## src/scrc_regs.vh

```
// Register map, field positions, reset values and mux sizes for the serial CRC engine
`ifndef SCRC_REGS_VH
`define SCRC_REGS_VH

// Byte addresses, one aligned word per byte-wide register
`define SCRC_A_HI_FUNC 12'h000
`define SCRC_A_LO_FUNC 12'h004
`define SCRC_A_HI_INSEL 12'h008
`define SCRC_A_LO_INSEL 12'h00c
`define SCRC_A_HI_OUTCFG 12'h010
`define SCRC_A_LO_OUTCFG 12'h014
`define SCRC_A_SHIFT_HI 12'h018
`define SCRC_A_SHIFT_LO 12'h01c
`define SCRC_A_POLY_HI 12'h020
`define SCRC_A_POLY_LO 12'h024
`define SCRC_A_SEED_HI 12'h028
`define SCRC_A_SEED_LO 12'h02c
`define SCRC_A_HI_CTRL 12'h030
`define SCRC_A_LO_CTRL 12'h034
`define SCRC_AW 12

// Fixed function configuration values
`define SCRC_HI_FUNC_VAL 8'h22
`define SCRC_LO_FUNC_VAL 8'h02
`define SCRC_HI_INSEL_FIX 4'h3

// Fields
`define SCRC_EN_BIT 0
`define SCRC_SRC_MSB 7
`define SCRC_SRC_LSB 4
`define SCRC_CLK_MSB 3
`define SCRC_CLK_LSB 0
`define SCRC_NSEL 16

// Reset values
`define SCRC_RST_BYTE 8'h00
`define SCRC_RST_WORD 16'h0000

// AHB encodings
`define SCRC_HTRANS_NONSEQ 2'b10
`define SCRC_HSIZE_WORD 3'b010

`endif

```

## src/scrc_engine.v

```verilog
// Serial 16-bit CRC engine with programmable polynomial and seed, AHB-Lite register slave
// Functional notes
// [RULE1] A seed write also loads the shift register so computation starts from it.
// [RULE2] Software clears enable, writes seed, then restores the enable bit.
// [RULE3] Software disables, writes the 16-bit polynomial, then restores enable.
// [RULE4] CCITT needs polynomial 0x8810, lowest term dropped.
// [RULE5] CCITT needs seed 0xFFFF programmed before enabling.
// [RULE6] Full 16-bit CRC readable through high and low shift bytes.
// [RULE7] Reading a shift byte overwrites the seed with the current CRC.
// [RULE8] Software must not read the result while bits are still shifting in.
// [RULE9] Low control bit 0 enables computation; all other control bits read zero.
// [RULE10] Low input select: upper nibble picks data source, lower picks clock.
// [RULE11] High input select lower nibble picks clock; both bytes share it.
// [RULE12] Shift register is high byte over low byte.
// [RULE13] Polynomial is high byte over low byte, both writable.
// [RULE14] Seed is high byte over low byte, both writable.
// [RULE15] When enabled, one bit shifts in MSB first per selected clock rising edge. The code shifts only while the high clock select matches the low one.
// [RULE16] Seed write while enabled leaves the shift register unchanged.
// [RULE17] Polynomial holds coefficients of powers 16 down to 1; unity implied. The code takes powers 15 down to 0 with x^16 implied.
// [RULE18] Galois step: XOR polynomial in when top bit XOR input is one.
`timescale 1ns/1ps
`default_nettype none
`include "scrc_regs.vh"

module scrc_engine (
   // Clock and reset
   input wire CORE_CLK,
   input wire RST_N,
   // AHB-Lite slave
   input wire HSEL,
   input wire [31:0] HADDR,
   input wire [1:0] HTRANS,
   input wire HWRITE,
   input wire [2:0] HSIZE,
   input wire [31:0] HWDATA,
   input wire HREADY,
   output reg [31:0] HRDATA,
   output reg HREADYOUT,
   output reg HRESP,
   // Serial sources and clock sources, asynchronous pins
   input wire [15:0] DATA_SRC,
   input wire [15:0] CLK_SRC,
   // Running CRC and enable state
   output reg [15:0] CRC_OUT,
   output reg CRC_ENABLED
);

   ////////////////////////////////////////////////////////////////////////////
   // Registers
   reg [7:0] lo_insel_q;
   reg [3:0] hi_clksel_q;
   reg en_q;
   reg [15:0] poly_q;
   reg [15:0] seed_q;
   reg [15:0] shift_q;

   ////////////////////////////////////////////////////////////////////////////
   // Pin synchronisers: two flops before any selection or edge detection
   reg [15:0] dsrc_m_q;
   reg [15:0] dsrc_s_q;
   reg [15:0] csrc_m_q;
   reg [15:0] csrc_s_q;
   reg [15:0] csrc_p_q;

   always @(posedge CORE_CLK or negedge RST_N) begin
      if (!RST_N) begin
         dsrc_m_q <= `SCRC_RST_WORD;
         dsrc_s_q <= `SCRC_RST_WORD;
         csrc_m_q <= `SCRC_RST_WORD;
         csrc_s_q <= `SCRC_RST_WORD;
         csrc_p_q <= `SCRC_RST_WORD;
      end else begin
         dsrc_m_q <= DATA_SRC;
         dsrc_s_q <= dsrc_m_q;
         csrc_m_q <= CLK_SRC;
         csrc_s_q <= csrc_m_q;
         csrc_p_q <= csrc_s_q;
      end
   end

   // Rising edge of every clock source, one enable pulse each
   wire [15:0] clk_rise;
   genvar gi;
   generate
      for (gi = 0; gi < `SCRC_NSEL; gi = gi + 1) begin : g_edge
         assign clk_rise[gi] = csrc_s_q[gi] & ~csrc_p_q[gi];
      end
   endgenerate

   // Both byte halves must run on one clock; a mismatched high selection stalls
   // the engine rather than tearing the register into two time bases.
   wire [3:0] lo_clksel = lo_insel_q[`SCRC_CLK_MSB:`SCRC_CLK_LSB];
   wire [3:0] data_sel = lo_insel_q[`SCRC_SRC_MSB:`SCRC_SRC_LSB];
   wire shift_tick = clk_rise[lo_clksel] & (hi_clksel_q == lo_clksel); // see [RULE10] [RULE11]
   wire din = dsrc_s_q[data_sel]; // see [RULE10]

   // Galois step; poly bit 15 is x^15 coefficient position, x^16 implied, bit 0 is x^0
   wire fb = shift_q[15] ^ din; // see [RULE18]
   wire [15:0] shifted = {shift_q[14:0], 1'b0};
   wire [15:0] crc_next = fb ? (shifted ^ poly_q) : shifted; // see [RULE17] [RULE18]

   ////////////////////////////////////////////////////////////////////////////
   // AHB-Lite address phase capture; zero wait states
   reg dph_q;
   reg dph_wr_q;
   reg [`SCRC_AW-1:0] dph_addr_q;

   wire take = HSEL & HREADY & (HTRANS == `SCRC_HTRANS_NONSEQ);

   always @(posedge CORE_CLK or negedge RST_N) begin
      if (!RST_N) begin
         dph_q <= 1'b0;
         dph_wr_q <= 1'b0;
         dph_addr_q <= {`SCRC_AW{1'b0}};
      end else if (HREADY) begin
         dph_q <= take;
         dph_wr_q <= HWRITE;
         dph_addr_q <= HADDR[`SCRC_AW-1:0];
      end
   end

   wire wr = dph_q & dph_wr_q;
   wire [7:0] wb = HWDATA[7:0];
   // Shift byte read is decoded in the address phase so the seed copy is one edge
   wire rd_shift = take & ~HWRITE &
                   ((HADDR[`SCRC_AW-1:0] == `SCRC_A_SHIFT_HI) |
                    (HADDR[`SCRC_AW-1:0] == `SCRC_A_SHIFT_LO));
   wire wr_seed_hi = wr & (dph_addr_q == `SCRC_A_SEED_HI);
   wire wr_seed_lo = wr & (dph_addr_q == `SCRC_A_SEED_LO);

   ////////////////////////////////////////////////////////////////////////////
   // Configuration registers
   always @(posedge CORE_CLK or negedge RST_N) begin
      if (!RST_N) begin
         lo_insel_q <= `SCRC_RST_BYTE;
         hi_clksel_q <= 4'h0;
         en_q <= 1'b0;
         poly_q <= `SCRC_RST_WORD;
      end else if (wr) begin
         case (dph_addr_q)
            `SCRC_A_LO_INSEL: lo_insel_q <= wb;
            `SCRC_A_HI_INSEL: hi_clksel_q <= wb[`SCRC_CLK_MSB:`SCRC_CLK_LSB]; // see [RULE11]
            `SCRC_A_LO_CTRL: en_q <= wb[`SCRC_EN_BIT]; // see [RULE9]
            `SCRC_A_POLY_HI: poly_q[15:8] <= wb; // see [RULE13]
            `SCRC_A_POLY_LO: poly_q[7:0] <= wb; // see [RULE13]
            default: en_q <= en_q;
         endcase
      end
   end

   ////////////////////////////////////////////////////////////////////////////
   // Seed and shift registers
   always @(posedge CORE_CLK or negedge RST_N) begin
      if (!RST_N) begin
         seed_q <= `SCRC_RST_WORD;
      end else if (wr_seed_hi) begin
         seed_q[15:8] <= wb; // see [RULE14]
      end else if (wr_seed_lo) begin
         seed_q[7:0] <= wb; // see [RULE14]
      end else if (rd_shift) begin
         seed_q <= shift_q; // see [RULE7]
      end
   end

   always @(posedge CORE_CLK or negedge RST_N) begin
      if (!RST_N) begin
         shift_q <= `SCRC_RST_WORD;
      end else if (!en_q) begin
         // Stopped: seed bytes latch through, a started engine ignores them
         if (wr_seed_hi) begin
            shift_q[15:8] <= wb; // see [RULE1] [RULE16] [RULE12]
         end else if (wr_seed_lo) begin
            shift_q[7:0] <= wb; // see [RULE1] [RULE16] [RULE12]
         end
      end else if (shift_tick) begin
         shift_q <= crc_next; // see [RULE15]
      end
   end

   ////////////////////////////////////////////////////////////////////////////
   // Read data and status outputs
   // Read data is registered at the address phase so HRDATA comes from a flop
   reg [7:0] rd_next;
   always @* begin
      case (HADDR[`SCRC_AW-1:0])
         `SCRC_A_HI_FUNC: rd_next = `SCRC_HI_FUNC_VAL;
         `SCRC_A_LO_FUNC: rd_next = `SCRC_LO_FUNC_VAL;
         `SCRC_A_HI_INSEL: rd_next = {`SCRC_HI_INSEL_FIX, hi_clksel_q};
         `SCRC_A_LO_INSEL: rd_next = lo_insel_q;
         `SCRC_A_SHIFT_HI: rd_next = shift_q[15:8]; // see [RULE6] [RULE12]
         `SCRC_A_SHIFT_LO: rd_next = shift_q[7:0]; // see [RULE6] [RULE12]
         `SCRC_A_POLY_HI: rd_next = poly_q[15:8];
         `SCRC_A_POLY_LO: rd_next = poly_q[7:0];
         `SCRC_A_SEED_HI: rd_next = seed_q[15:8];
         `SCRC_A_SEED_LO: rd_next = seed_q[7:0];
         `SCRC_A_LO_CTRL: rd_next = {7'h00, en_q}; // see [RULE9]
         default: rd_next = `SCRC_RST_BYTE;
      endcase
   end

   always @(posedge CORE_CLK or negedge RST_N) begin
      if (!RST_N) begin
         HRDATA <= 32'h00000000;
         HREADYOUT <= 1'b1;
         HRESP <= 1'b0;
         CRC_OUT <= `SCRC_RST_WORD;
         CRC_ENABLED <= 1'b0;
      end else begin
         if (take && !HWRITE) begin
            HRDATA <= {24'h000000, rd_next};
         end
         HREADYOUT <= 1'b1;
         HRESP <= 1'b0;
         CRC_OUT <= shift_q;
         CRC_ENABLED <= en_q;
      end
   end

endmodule
`default_nettype wire

```

## config.mk

```make
export PLATFORM = sky130hd
export DESIGN_NAME = scrc_engine
export DESIGN_NICKNAME = d
export VERILOG_FILES = /design/src/scrc_engine.v
export VERILOG_INCLUDE_DIRS = /design/src
export SDC_FILE = /design/constraint.sdc
export NUM_CORES = 1
export LEC_CHECK = 0
export ABC_AREA = 1
export CAP_MARGIN = 20
export CORE_ASPECT_RATIO = 1.1
export CORE_MARGIN = 2
export CORE_UTILIZATION = 55
export CTS_CLUSTER_DIAMETER = 200
export CTS_CLUSTER_SIZE = 25
export DETAILED_ROUTE_END_ITERATION = 8
export DONT_BUFFER_PORTS = 1
export PLACE_DENSITY = 0.82
export SLEW_MARGIN = 20
export SYNTH_ARGS = -nofsm -noshare
export SYNTH_HDL_FRONTEND = slang
export SYNTH_SLANG_ARGS = --single-unit
```

## constraint.sdc

```tcl
create_clock -name CORE_CLK -period 2 [get_ports CORE_CLK]
set_input_delay 0.1 -clock CORE_CLK [delete_from_list [all_inputs] [get_ports CORE_CLK]]
set_output_delay 0.1 -clock CORE_CLK [all_outputs]
set_load 0.02 [all_outputs]
```

# Word level (Yosys, flattened, before mapping)
# Index checks and enable logic that the tools add are counted.
# totals
latchBits	0
ff_bits	180
mem_bits_rw	0
romBits	0
mem_count	0
wordCells	120
# classes
shift	0
mul	0
order_cmp	2
div	0
bitwise_logic	45
addsub	0
muxes	15
n_eq_ne	22
n_reduce_logical	16
# op_table
op	count
12-bit by 6-bit equality test with 1-bit output, second input constant	10
8-bit one-hot mux with 11 select lines	1
16-bit 2-to-1 mux	4
12-bit by 4-bit equality test with 1-bit output, second input constant	4
8-bit 2-to-1 mux	6
1-bit AND	24
12-bit by 5-bit equality test with 1-bit output, second input constant	2
1-bit inverter	18
2-bit AND reduction	8
16-bit XOR	1
12-bit by 3-bit equality test with 1-bit output, second input constant	1
12-bit logical NOT	1
4-bit by 5-bit less-than comparator with 1-bit output, second input constant	2
1-bit binary-select mux with 4-bit select	2
2-bit nonzero test	4
4-bit equality test	1
2-bit inequality test, second input constant	2
3-bit AND reduction	1
2-bit equality test, second input constant	1
1-bit 2-to-1 mux	2
2-bit by 1-bit inequality test with 1-bit output, second input constant	1
1-bit logical AND	1
1-bit logical NOT	1
1-bit OR	1
1-bit XOR	1

# Depth between registers and ports, before layout
# Gate-level depths: netlist (run 1).
# depth
ltp_word	7
mapped_depth	13

# Least setup slack after synthesis (run 1)
# No wires, ideal clock.
# synth_path
path_type	register -> register
from	reg dph_addr_q[7]
to	reg seed_q[5]
path_stages_with_launch	12
path_buffers	1
synth_period_minus_slack_ns	1.625
arrival_time_ns	1.501
path_slack_ns	0.375
setup_time_ns	0.123
path_cell_list	dfrtp_1 nor2_1 nand2_1 nor2_2 nand2_2 nor3_4 inv_1 nand2_1 nand2_2 buf_4 nand2_1 o21ai_1
# synth_via
elab_chain_len	4
word_cells_on_any_way	8
# synth_rtl
element	line_no	text
from (decl)	scrc_engine.v:106	reg [`SCRC_AW-1:0] dph_addr_q;
from (signal assigned)	scrc_engine.v:114	dph_addr_q <= {`SCRC_AW{1'b0}};
from (signal assigned)	scrc_engine.v:118	dph_addr_q <= HADDR[`SCRC_AW-1:0];
12-bit by 6-bit equality test with 1-bit output (no source line)	n/a	
1-bit AND (on tied branches)	scrc_engine.v:129, scrc_engine.v:128	
2-bit nonzero test (no source line) / 1-bit inverter (equally long branches)	n/a	
2-bit AND reduction (no source line)	n/a	
to (signal assigned)	scrc_engine.v:155	seed_q <= `SCRC_RST_WORD;
to (signal assigned)	scrc_engine.v:159	seed_q[7:0] <= wb;
to (signal assigned)	scrc_engine.v:161	seed_q <= shift_q;
to (decl)	scrc_engine.v:54	reg [15:0] seed_q;
# Parallel ways exist; a longest one is shown, timed or not.
# A chain may end at the register's enable or synchronous reset.

# Worst setup path in the final report (run 1)
# layout_path
from	in HTRANS[0]
to	reg seed_q[6]
# layout_via
elab_chain_len	6
# layout_rtl
element	line_no	text
from (decl)	scrc_engine.v:32	input wire [1:0] HTRANS,
2-bit equality test (no source line)	n/a	
1-bit AND	scrc_engine.v:108	wire take = HSEL & HREADY & (HTRANS == `SCRC_HTRANS_NONSEQ);
1-bit AND (2 in a row)	scrc_engine.v:125	wire rd_shift = take & ~HWRITE &
2-bit nonzero test (no source line)	n/a	
2-bit AND reduction (no source line)	n/a	
# Every way passes these cells.

==> results of run 1 <==
sequential cells by signal (all words and copies together) (netlist names):
register,flops
csrc_m_q,16
en_q,1
csrc_p_q,16
dph_wr_q,1
HRDATA,8
CRC_OUT,16
CRC_ENABLED,1
shift_q,16
lo_insel_q,8
dph_q,1
csrc_s_q,16
seed_q,16
dsrc_m_q,16
dsrc_s_q,16
poly_q,16
dph_addr_q,12
hi_clksel_q,4
Yosys cell counts:
cell / instances / area, um2
o211ai_1: 6 / 45.0
buf_4: 29 / 218
mux2i_1: 1 / 10.0
o21ai_1: 16 / 80.1
nand3_2: 1 / 10.0
nor3b_1: 2 / 15.0
clkinv_1: 1 / 3.75
nor3_4: 1 / 16.3
nand2_2: 5 / 31.3
xor2_1: 1 / 8.76
nand3b_1: 9 / 67.6
nand3_1: 97 / 485
dfrtp_1: 180 / 4500
nor2_2: 3 / 18.8
o22ai_1: 8 / 50.1
nor3_2: 2 / 20.0
clkbuf_1: 7 / 26.3
nand2_4: 1 / 11.3
inv_1: 82 / 308
a211oi_1: 1 / 7.51
xnor2_1: 15 / 131
nor2_1: 48 / 180
nand2_1: 144 / 541
or2_2: 1 / 6.26
nor4_1: 3 / 18.8
buf_2: 10 / 50.1
nor3_1: 4 / 20.0
inv_4: 1 / 6.26
mux2_2: 5 / 56.3
conb_1: 2 / 7.51
buf_6: 1 / 11.3
o21ai_0: 68 / 340
nor2_4: 2 / 22.5
a21oi_1: 41 / 205
nand4_1: 9 / 56.3
power breakdown:
| group | internal, W | switching (W) |
|---|---|---|
| clock | 0.00174 | 0.00142 |
| combinational | 0.000326 | 0.000403 |
| sequential | 0.00390 | 0.000310 |
| total | 0.00596 | 0.00213 |
critical path, stage by stage:
cell and delay, ns:
dlygate4sd3_1 0.54, nor3b_1 0.18, dlygate4sd3_1 0.57, inv_1 0.07, nor2_4 0.10, nand4_1 0.15
nand2_1 0.18, nand2_4 0.13, nand2_1 0.08, o21ai_1 0.06
layout by cell type (no fill, tap or decap), types with 15 or more instances in the layout:
cell type and instances:
a21oi_1 41, clkbuf_16 17, conb_1 26, dfrtp_1 180
dlygate4sd3_1 56, inv_1 82, nand2_1 144, nand3_1 97
nor2_1 48, o21ai_0 68, o21ai_1 16, xnor2_1 15
cell families after synthesis:
| logic type | after synthesis | synth area share, % |
|---|---|---|
| other cells | 2 | 0.0989 |
| buf+inv | 131 | 8.21 |
| compound gates | 140 | 9.59 |
| mux | 6 | 0.874 |
| simple gates | 332 | 20.0 |
| xor+xnor | 16 | 1.85 |
| flops | 180 | 59.3 |
layout make-up:
cell class	count	area, um2
flip-flops and latches	180	4500
multi-input cells	520	2560
fillers	1055	4760
repair buffers	69	683
well taps	188	235
clock inverters	12	121
clock buffers	20	437
inverters	84	322
metal layers:
| layer | wire [um] | vias to the layer above |
|---|---|---|
| li1 | - | 2736 |
| met1 | 6950 | 2676 |
| met2 | 7780 | 251 |
| met3 | 1100 | 52 |
| met4 | 626 | 0 |
| met5 | 0 | - |
repair_timing:
item / in CTS / in global routing
endpoints found under the hold margin: 254 / 180
gates resized for setup: 0 / 3
setup endpoints to repair: 0 / 23
buffers inserted: 0 / 0
worst max path at each step:
stage | start | end | slack, ns | depth (start not counted)
floorplan | dph_addr_q[7] | seed_q[5] | 0.38 | 11
global placement | lo_insel_q[0] | shift_q[1] | 0.16 | 9
detailed placement | lo_insel_q[0] | shift_q[2] | 0.1 | 9
CTS | lo_insel_q[0] | shift_q[3] | 0.07 | 9
global route | HTRANS[0] | seed_q[6] | -0.004 | 10
finish | HTRANS[0] | seed_q[6] | 0.15 | 10
through the flow:
stage / area (um2) / hold WS [ns] / worst slack [ns]
detailed placement: 7730 / -0.193 / 0.0951
floorplan: 7680 / -0.196 / 0.375
CTS: 8850 / -0.659 / 0.0681
finish: 8870 / -0.644 / 0.147
global placement: 7730 / -0.193 / 0.157
global route: 8870 / -0.659 / -0.00410
==> impl_metrics.tcl, run 1 <==
set metrics [dict create \
    clock_sinks 180 \
    hold_buffers 56 \
    std_cell_rows 45 \
    die_w_um 116 \
    dr.pass1.iters 6 \
    start_util_pct 55.7 \
    die_area_um2 14800 \
    synthCells 807 \
    antenna_found_initial 0 \
    coreArea_um2 13600 \
    via_per_inst 5.33 \
    grt_pass1_wl_mm 26.7 \
    clk_pin_slew_worst_paths_ns 0.07 \
    use_met1_pct 31.2 \
    tightest_slew_ns 0.706 \
    drt_iter0_drc 642 \
    cts_buffers 17 \
    setup_viol 0 \
    final_max_slew_viol_count 0 \
    worst_clock_skew_ns 0.0100 \
    cts-root-buf "clkbuf_16" \
    h-tree-depth 4 \
    ys_ff_latch 180 \
    hold_viol 180 \
    clk-insertion-delay-late_ns 0.44 \
    gr-usage-met2_pct 37.0 \
    dpl.hpwl_mm 11.0 \
    grt_use_total_pct 23.5 \
    slew_headroom_pct 52.8 \
    maxCapViolCount 0 \
    endpoint_kind "flip-flop" \
    antennaDiodeCount 0 \
    reg2reg_slack_ns 0.17 \
    drc_errors 0 \
    hold_path.class "in -> async" \
    cp_max_fo 16 \
    gr-max-usage-layer "met2" \
    ys_warn_count 0 \
    finalCritPeriodShare_pct 92.6 \
    num_io_pins 157 \
    grt_pass1_vias 5536 \
    dp_cells 985 \
    rr_startpoint "dph_addr_q[10]" \
    required_ns 2.31 \
    whs_ns -0.644 \
    seq_area_frac_synth_pct 59.3 \
    gr-total-overflow 0 \
    globalplace.congestion 0.951 \
    area_delta_synth_final_pct 16.8 \
    power_w 0.00809 \
    tns_ns 0 \
    final_cells 1073 \
    vdd_ir_drop_max_mv 0.795 \
    cts_tree "yes" \
    crit_path_start_kind "input port" \
    powerDensity_nw_per_um2 913 \
    status "complete, but fails checks" \
    vias 5715 \
    wl_per_cell_um 15.3 \
    port-buffer-count 0 \
    drtAntennaViolNets 0 \
    nets 978 \
    clk_path_buf_depth 2 \
    min_period_ns 1.85 \
    rsz0062_at_grt "true" \
    violations "negative hold slack" \
    arrival_ns 2.17 \
    grt_max_degree 181 \
    p_leak_nw 4.20 \
    drive_gt1_share_pct 7.34 \
    fmax_mhz 540 \
    syn_area_um2 7590 \
    utilization_pct 65.1 \
    die_h_um 127 \
    syn_avg_cell_area_um2 9.40 \
    drt_wl_total_mm 16.5 \
    worstSetupPathType "in -> reg" \
    r2r_end "shift_q[2]" \
    synth_cell_type_count 35 \
    reg2regPathDepth 9 \
    met3_usage_pct 4.32 \
]
Note: power is estimated with default switching activity, not from simulation.
==> inputs of run 2 (changes only) <==
--- a/config.mk
+++ b/config.mk
@@ -8,7 +8,7 @@
 export LEC_CHECK = 0
 export ABC_AREA = 1
 export CAP_MARGIN = 20
-export CORE_ASPECT_RATIO = 1.1
+export CORE_ASPECT_RATIO = 1.75
 export CORE_MARGIN = 2
 export CORE_UTILIZATION = 55
 export CTS_CLUSTER_DIAMETER = 200
==> impl_metrics.tcl, run 2 (synthesized netlist as in run 1, its figures left out) <==
set metrics [dict create \
    vdd_ir_drop_max_mv 0.757 \
    drt_iter0_drc 530 \
    vias 5916 \
    cts-root-buf "clkbuf_16" \
    clk_path_buf_depth 2 \
    globalplace.congestion 0.949 \
    ff_latch_area_um2 4510 \
    worst_clock_skew_ns 0.0127 \
    finalInstanceArea_um2 8970 \
    whs_ns -0.643 \
    grt_pass1_vias 5845 \
    min_period_ns 1.88 \
    std_cell_rows 56 \
    drive_gt1_share_pct 9.06 \
    drtAntennaViolNets 0 \
    final_max_slew_viol_count 0 \
    powerDensity_nw_per_um2 929 \
    rsz0062_at_grt "true" \
    required_ns 2.30 \
    die_h_um 159 \
    antennaDiodeCount 0 \
    drt_wl_total_mm 17.4 \
    mostFrequentLayoutCells "179 x dfrtp_1, 143 x nand2_1, 97 x nand3_1" \
    dr.pass1.iters 5 \
    layout_commonest_cell "dfrtp_1" \
    wl_per_cell_um 16.3 \
    die_area_um2 14800 \
    clk_pin_slew_worst_paths_ns 0.08 \
    p_leak_nw 4.29 \
    dp_cells 980 \
    clk-insertion-delay-late_ns 0.43 \
    power_w 0.00834 \
    tightest_slew_ns 0.727 \
    antenna_found_initial 0 \
    maxCapViolCount 0 \
    multiInputGateArea_um2 2570 \
    area_delta_synth_final_pct 18.2 \
    final_cells 1068 \
    crit_path_start_kind "flip-flop" \
    fillCellCount 1063 \
    num_io_pins 157 \
    slew_headroom_pct 51.4 \
    dpl-instance-area_um2 7790 \
    hold_viol 180 \
    die_w_um 92.8 \
    hold_path.class "in -> async" \
    status "complete, but fails checks" \
    port-buffer-count 0 \
    dpl.hpwl_mm 11.6 \
    violations "negative hold slack" \
    arrival_ns 2.18 \
    start_util_pct 56.4 \
    setup_viol 0 \
    h-tree-depth 4 \
    nets 987 \
    fmax_mhz 531 \
    via_per_inst 5.54 \
    drc_errors 0 \
    finalCritPeriodShare_pct 94.1 \
    clock_sinks 180 \
    cts_tree "yes" \
    hold_buffers 53 \
    grt_max_degree 181 \
    grt_use_total_pct 24.6 \
    coreArea_um2 13500 \
    cp_max_fo 14 \
    endpoint_kind "flip-flop" \
    worstSetupPathType "reg -> reg" \
    cts_buffers 17 \
    gr-total-overflow 0 \
    reg2reg_slack_ns 0.12 \
    grt_pass1_wl_mm 28.5 \
    tns_ns 0 \
]
-- run 2: cell type report --
| class | instances | share of cell area, % |
|---|---|---|
| well taps | 174 | 2.43 |
| inverters | 84 | 3.54 |
| multi-input cells | 520 | 28.6 |
| clock buffers | 17 | 4.74 |
| clock inverters | 15 | 2.06 |
| flip-flops and latches | 180 | 50.2 |
| repair buffers | 78 | 8.42 |
-- run 2: worst max-delay path, stage by stage (launching register included) --
cell	delay [ns]
dfrtp_1	0.40
clkinv_1	0.26
nand3b_1	0.17
nand3_1	0.07
nand3_1	0.10
nand3_1	0.11
nand3_4	0.22
nand2_2	0.18
nor2_1	0.16
a21oi_1	0.07
-- run 2: routing by layer --
| metal | track usage, % | part of all wire, % |
|---|---|---|
| met3 | 4.31 | 5.4 |
| met5 | 0 | 0 |
| met4 | 15.1 | 5.3 |
| met2 | 42.4 | 52 |
| met1 | 27.8 | 37 |
-- run 2: path summary, 6_finish.rpt --
check                               from              to  cells past startpoint
setup / recovery           lo_insel_q[0]      shift_q[4]                      9
hold / removal                     RST_N      CRC_OUT[8]                      0
setup reg to reg           lo_insel_q[0]      shift_q[4]                      9
hold reg to reg              csrc_m_q[6]     csrc_s_q[6]                      0
max in group asynchronous          RST_N   lo_insel_q[4]                      0
min in group CORE_CLK          HWDATA[3]  hi_clksel_q[3]                      2
-- run 2: timing repair --
| action | CTS | global route |
|---|---|---|
| gates resized for setup | 1 | 3 |
| endpoints found under the setup margin | 1 | 23 |
| setup buffers | 0 | 3 |
| endpoints found under the hold margin | 246 | 180 |
| gates cloned | 0 | 0 |
| pin swaps | 0 | 1 |
-- run 2: through the flow --
stage | setup WS [ns] | utilization [%]
after floorplan | 0.375 | -
after global placement | 0.0799 | 57.9
after detailed placement | 0.0372 | 57.9
after CTS | 0.0719 | 66.5
after global routing | -0.0441 | 66.7
final | 0.118 | 66.7
-- run 2: power by group --
group          total (W)  internal (W)  switching, W
Combinational   0.000763      0.000338      0.000425
Sequential       0.00421       0.00389      0.000313
Clock            0.00337       0.00180       0.00157
==> inputs of run 3 (changes only) <==
--- a/config.mk
+++ b/config.mk
@@ -6,7 +6,6 @@
 export SDC_FILE = /design/constraint.sdc
 export NUM_CORES = 1
 export LEC_CHECK = 0
-export ABC_AREA = 1
 export CAP_MARGIN = 20
 export CORE_ASPECT_RATIO = 1.75
 export CORE_MARGIN = 2
@@ -15,6 +14,7 @@
 export CTS_CLUSTER_SIZE = 25
 export DETAILED_ROUTE_END_ITERATION = 8
 export DONT_BUFFER_PORTS = 1
+export HOLD_SLACK_MARGIN = 0.03
 export PLACE_DENSITY = 0.82
 export SLEW_MARGIN = 20
 export SYNTH_ARGS = -nofsm -noshare
==> impl_metrics.tcl, run 3 <==
set metrics [dict create \
    status "complete, but fails checks" \
    violations "negative hold slack, negative setup slack" \
    slew_headroom_pct 55.3 \
    mostFrequentLayoutCells "179 x dfrtp_1, 58 x dlygate4sd3_1, 44 x mux2i_1" \
    synth_cell_type_count 55 \
    synth_async_sr_flop_share_pct 100 \
    synth-compound-area-share_pct 7.29 \
    crit_path_start_kind "flip-flop" \
    yosysMostFrequentCell "dfrtp_1" \
    tns_ns -18.98 \
    ys.flop_type "dfrtp_1" \
    cp_max_fo 7 \
    reg2regPathDepth 6 \
    area_delta_synth_final_pct 26.6 \
    synth_xor_area_share_pct 2.46 \
    yosysTopAreaCellShare_pct 60.8 \
    rr_startpoint "lo_insel_q[6]" \
    hold_viol 180 \
    via_per_inst 5.85 \
    setup_viol 61 \
    layout_commonest_cell "dfrtp_1" \
    synth_edf_count 0 \
    fin_ws_ns -0.476 \
    required_ns 2.32 \
    worstSetupPathType "reg -> reg" \
    whs_ns -0.645 \
    min_period_ns 2.48 \
    std_cell_rows 56 \
    start_util_pct 55.7 \
    h-tree-depth 4 \
    r2r_end "shift_q[6]" \
    cts_buffers 17 \
    die_w_um 91.7 \
    synthSimpleGateAreaFrac_pct 8.41 \
    globalplace.congestion 0.921 \
    gr-total-overflow 0 \
    grt_use_total_pct 27.1 \
    syn_area_um2 7410 \
    reg2reg_slack_ns -0.48 \
    die_h_um 158 \
    seq_area_frac_synth_pct 60.8 \
    rsz0062_at_grt "true" \
    finalCritPeriodShare_pct 124 \
    drc_errors 0 \
    synthMuxAreaShare_pct 15.9 \
    p_leak_nw 4.13 \
    port-buffer-count 0 \
    drtAntennaViolNets 0 \
    vdd_ir_drop_max_mv 0.891 \
    cts-root-buf "clkbuf_16" \
    hold_buffers 58 \
    endpoint_kind "flip-flop" \
    synthTopCellsByCount "180 x dfrtp_1, 46 x mux2i_1, 46 x nand2_1" \
    syn_avg_cell_area_um2 13.0 \
    antenna_found_initial 0 \
    arrival_ns 2.80 \
    clock_sinks 180 \
    antennaDiodeCount 0 \
    dr.pass1.iters 5 \
    utilization_pct 70.5 \
    die_area_um2 14500 \
    grt_max_degree 181 \
    clk-insertion-delay-late_ns 0.43 \
    final_max_slew_viol_count 0 \
    tightest_slew_ns 0.669 \
    clk_path_buf_depth 2 \
    powerDensity_nw_per_um2 866 \
    synthAdderAreaFrac_pct 0 \
    fmax_mhz 404 \
    nets 770 \
    drive_gt1_share_pct 27.9 \
    drt_iter0_drc 341 \
    synth_top_area_cell "dfrtp_1" \
    coreArea_um2 13300 \
    yosys-top-cells-area "dfrtp_1 61%, mux2_2 6.2%, mux2i_1 6.2%" \
    wl_per_cell_um 21.6 \
    grt_pass1_vias 5376 \
    synth_top_family_by_area "multiplexers" \
    clk_pin_slew_worst_paths_ns 0.07 \
    drt_wl_total_mm 18.4 \
    vias 4981 \
    ys_ff_latch 180 \
    dpl.hpwl_mm 11.3 \
    hold_path.class "in -> async" \
    cts_tree "yes" \
    ys_warn_count 0 \
    grt_pass1_wl_mm 29.2 \
    synthCells 568 \
    worst_clock_skew_ns 0.0107 \
    num_io_pins 157 \
    maxCapViolCount 0 \
]
-- run 3: cell count changes after synthesis, sizes merged, moves of 8 or more --
cell    change
o21ai      -65
clkbuf      +9
mux4       +11
mux2       +37
nand4       -8
a21oi      -21
nor2       -30
xnor2       -8
nand2     -104
inv        -68
nand3      -95
mux2i      +45
xor2       +12
nor2b      +10
-- run 3: how the worst max path moves through the flow --
stage | from | endpoint | slack (ns) | cells after the start
after floorplan | dph_addr_q[1] | poly_q[1] | -0.36 | 4
after CTS | lo_insel_q[6] | shift_q[6] | -0.48 | 6
final | lo_insel_q[6] | shift_q[6] | -0.48 | 6
after detailed placement | lo_insel_q[6] | shift_q[3] | -0.58 | 7
after global routing | lo_insel_q[6] | shift_q[6] | -0.58 | 6
after global placement | lo_insel_q[6] | shift_q[13] | -0.46 | 7
-- run 3: routing by layer --
| metal | vias to the layer above | track usage [%] | wire [um] |
|---|---|---|---|
| met5 | - | 0 | 0 |
| met1 | 2491 | 29.3 | 6310 |
| met4 | 0 | 18.5 | 1120 |
| met2 | 250 | 47.3 | 10000 |
| li1 | 2155 | - | - |
| met3 | 85 | 5.55 | 975 |
-- run 3: repair_timing --
item,4_1_cts,5_1_grt
buffers inserted,6,4
endpoints found under the hold margin,290,180
pin swaps,22,6
cloned,2,0
gates resized for setup,67,22
endpoints found under the setup margin,61,61
-- run 3: worst max-delay path, cell delays in order (launching register included) --
cell and delay, ns:
dfrtp_2 0.45, mux4_2 0.53, mux4_2 0.54, xnor2_4 0.27, nand2_1 0.12, xnor2_1 0.15
a221o_1 0.31
-- run 3: power by group --
group	internal [W]	switching, W	total, W
sequential	0.00386	0.000262	0.00412
combinational	0.000298	0.000272	0.000571
clock	0.00190	0.00153	0.00344
total	0.00606	0.00207	0.00813
-- run 3: cell families (layout without fill, tap and decap cells) --
family          count (synthesis)  count (layout)
buf+inv                        68             151
xor+xnor                       20              20
compound gates                 81              83
other cells                     2              26
flops                         180             180
mux                            99              99
simple gates                  118             118
-- run 3: through the flow --
| stage | setup WS [ns] | instance area [um2] | std cells | power [W] |
|---|---|---|---|---|
| final | -0.476 | 9390 | 851 | 0.00813 |
| after global routing | -0.582 | 9390 | 851 | 0.00840 |
| after CTS | -0.483 | 9300 | 849 | 0.00817 |
| after detailed placement | -0.579 | 7830 | 752 | 0.00460 |
| after global placement | -0.457 | 7830 | 752 | 0.00457 |
| after floorplan | -0.361 | 7590 | 592 | 0.00454 |
-- run 3: area by class of cell --
type / instances / area (um2)
clock buffers: 17 / 425
clock inverters: 15 / 191
fillers: 850 / 3930
inverters: 15 / 56.3
multi-input cells: 346 / 2940
flip-flops and latches: 180 / 4510
well taps: 174 / 218
repair buffers: 104 / 1050
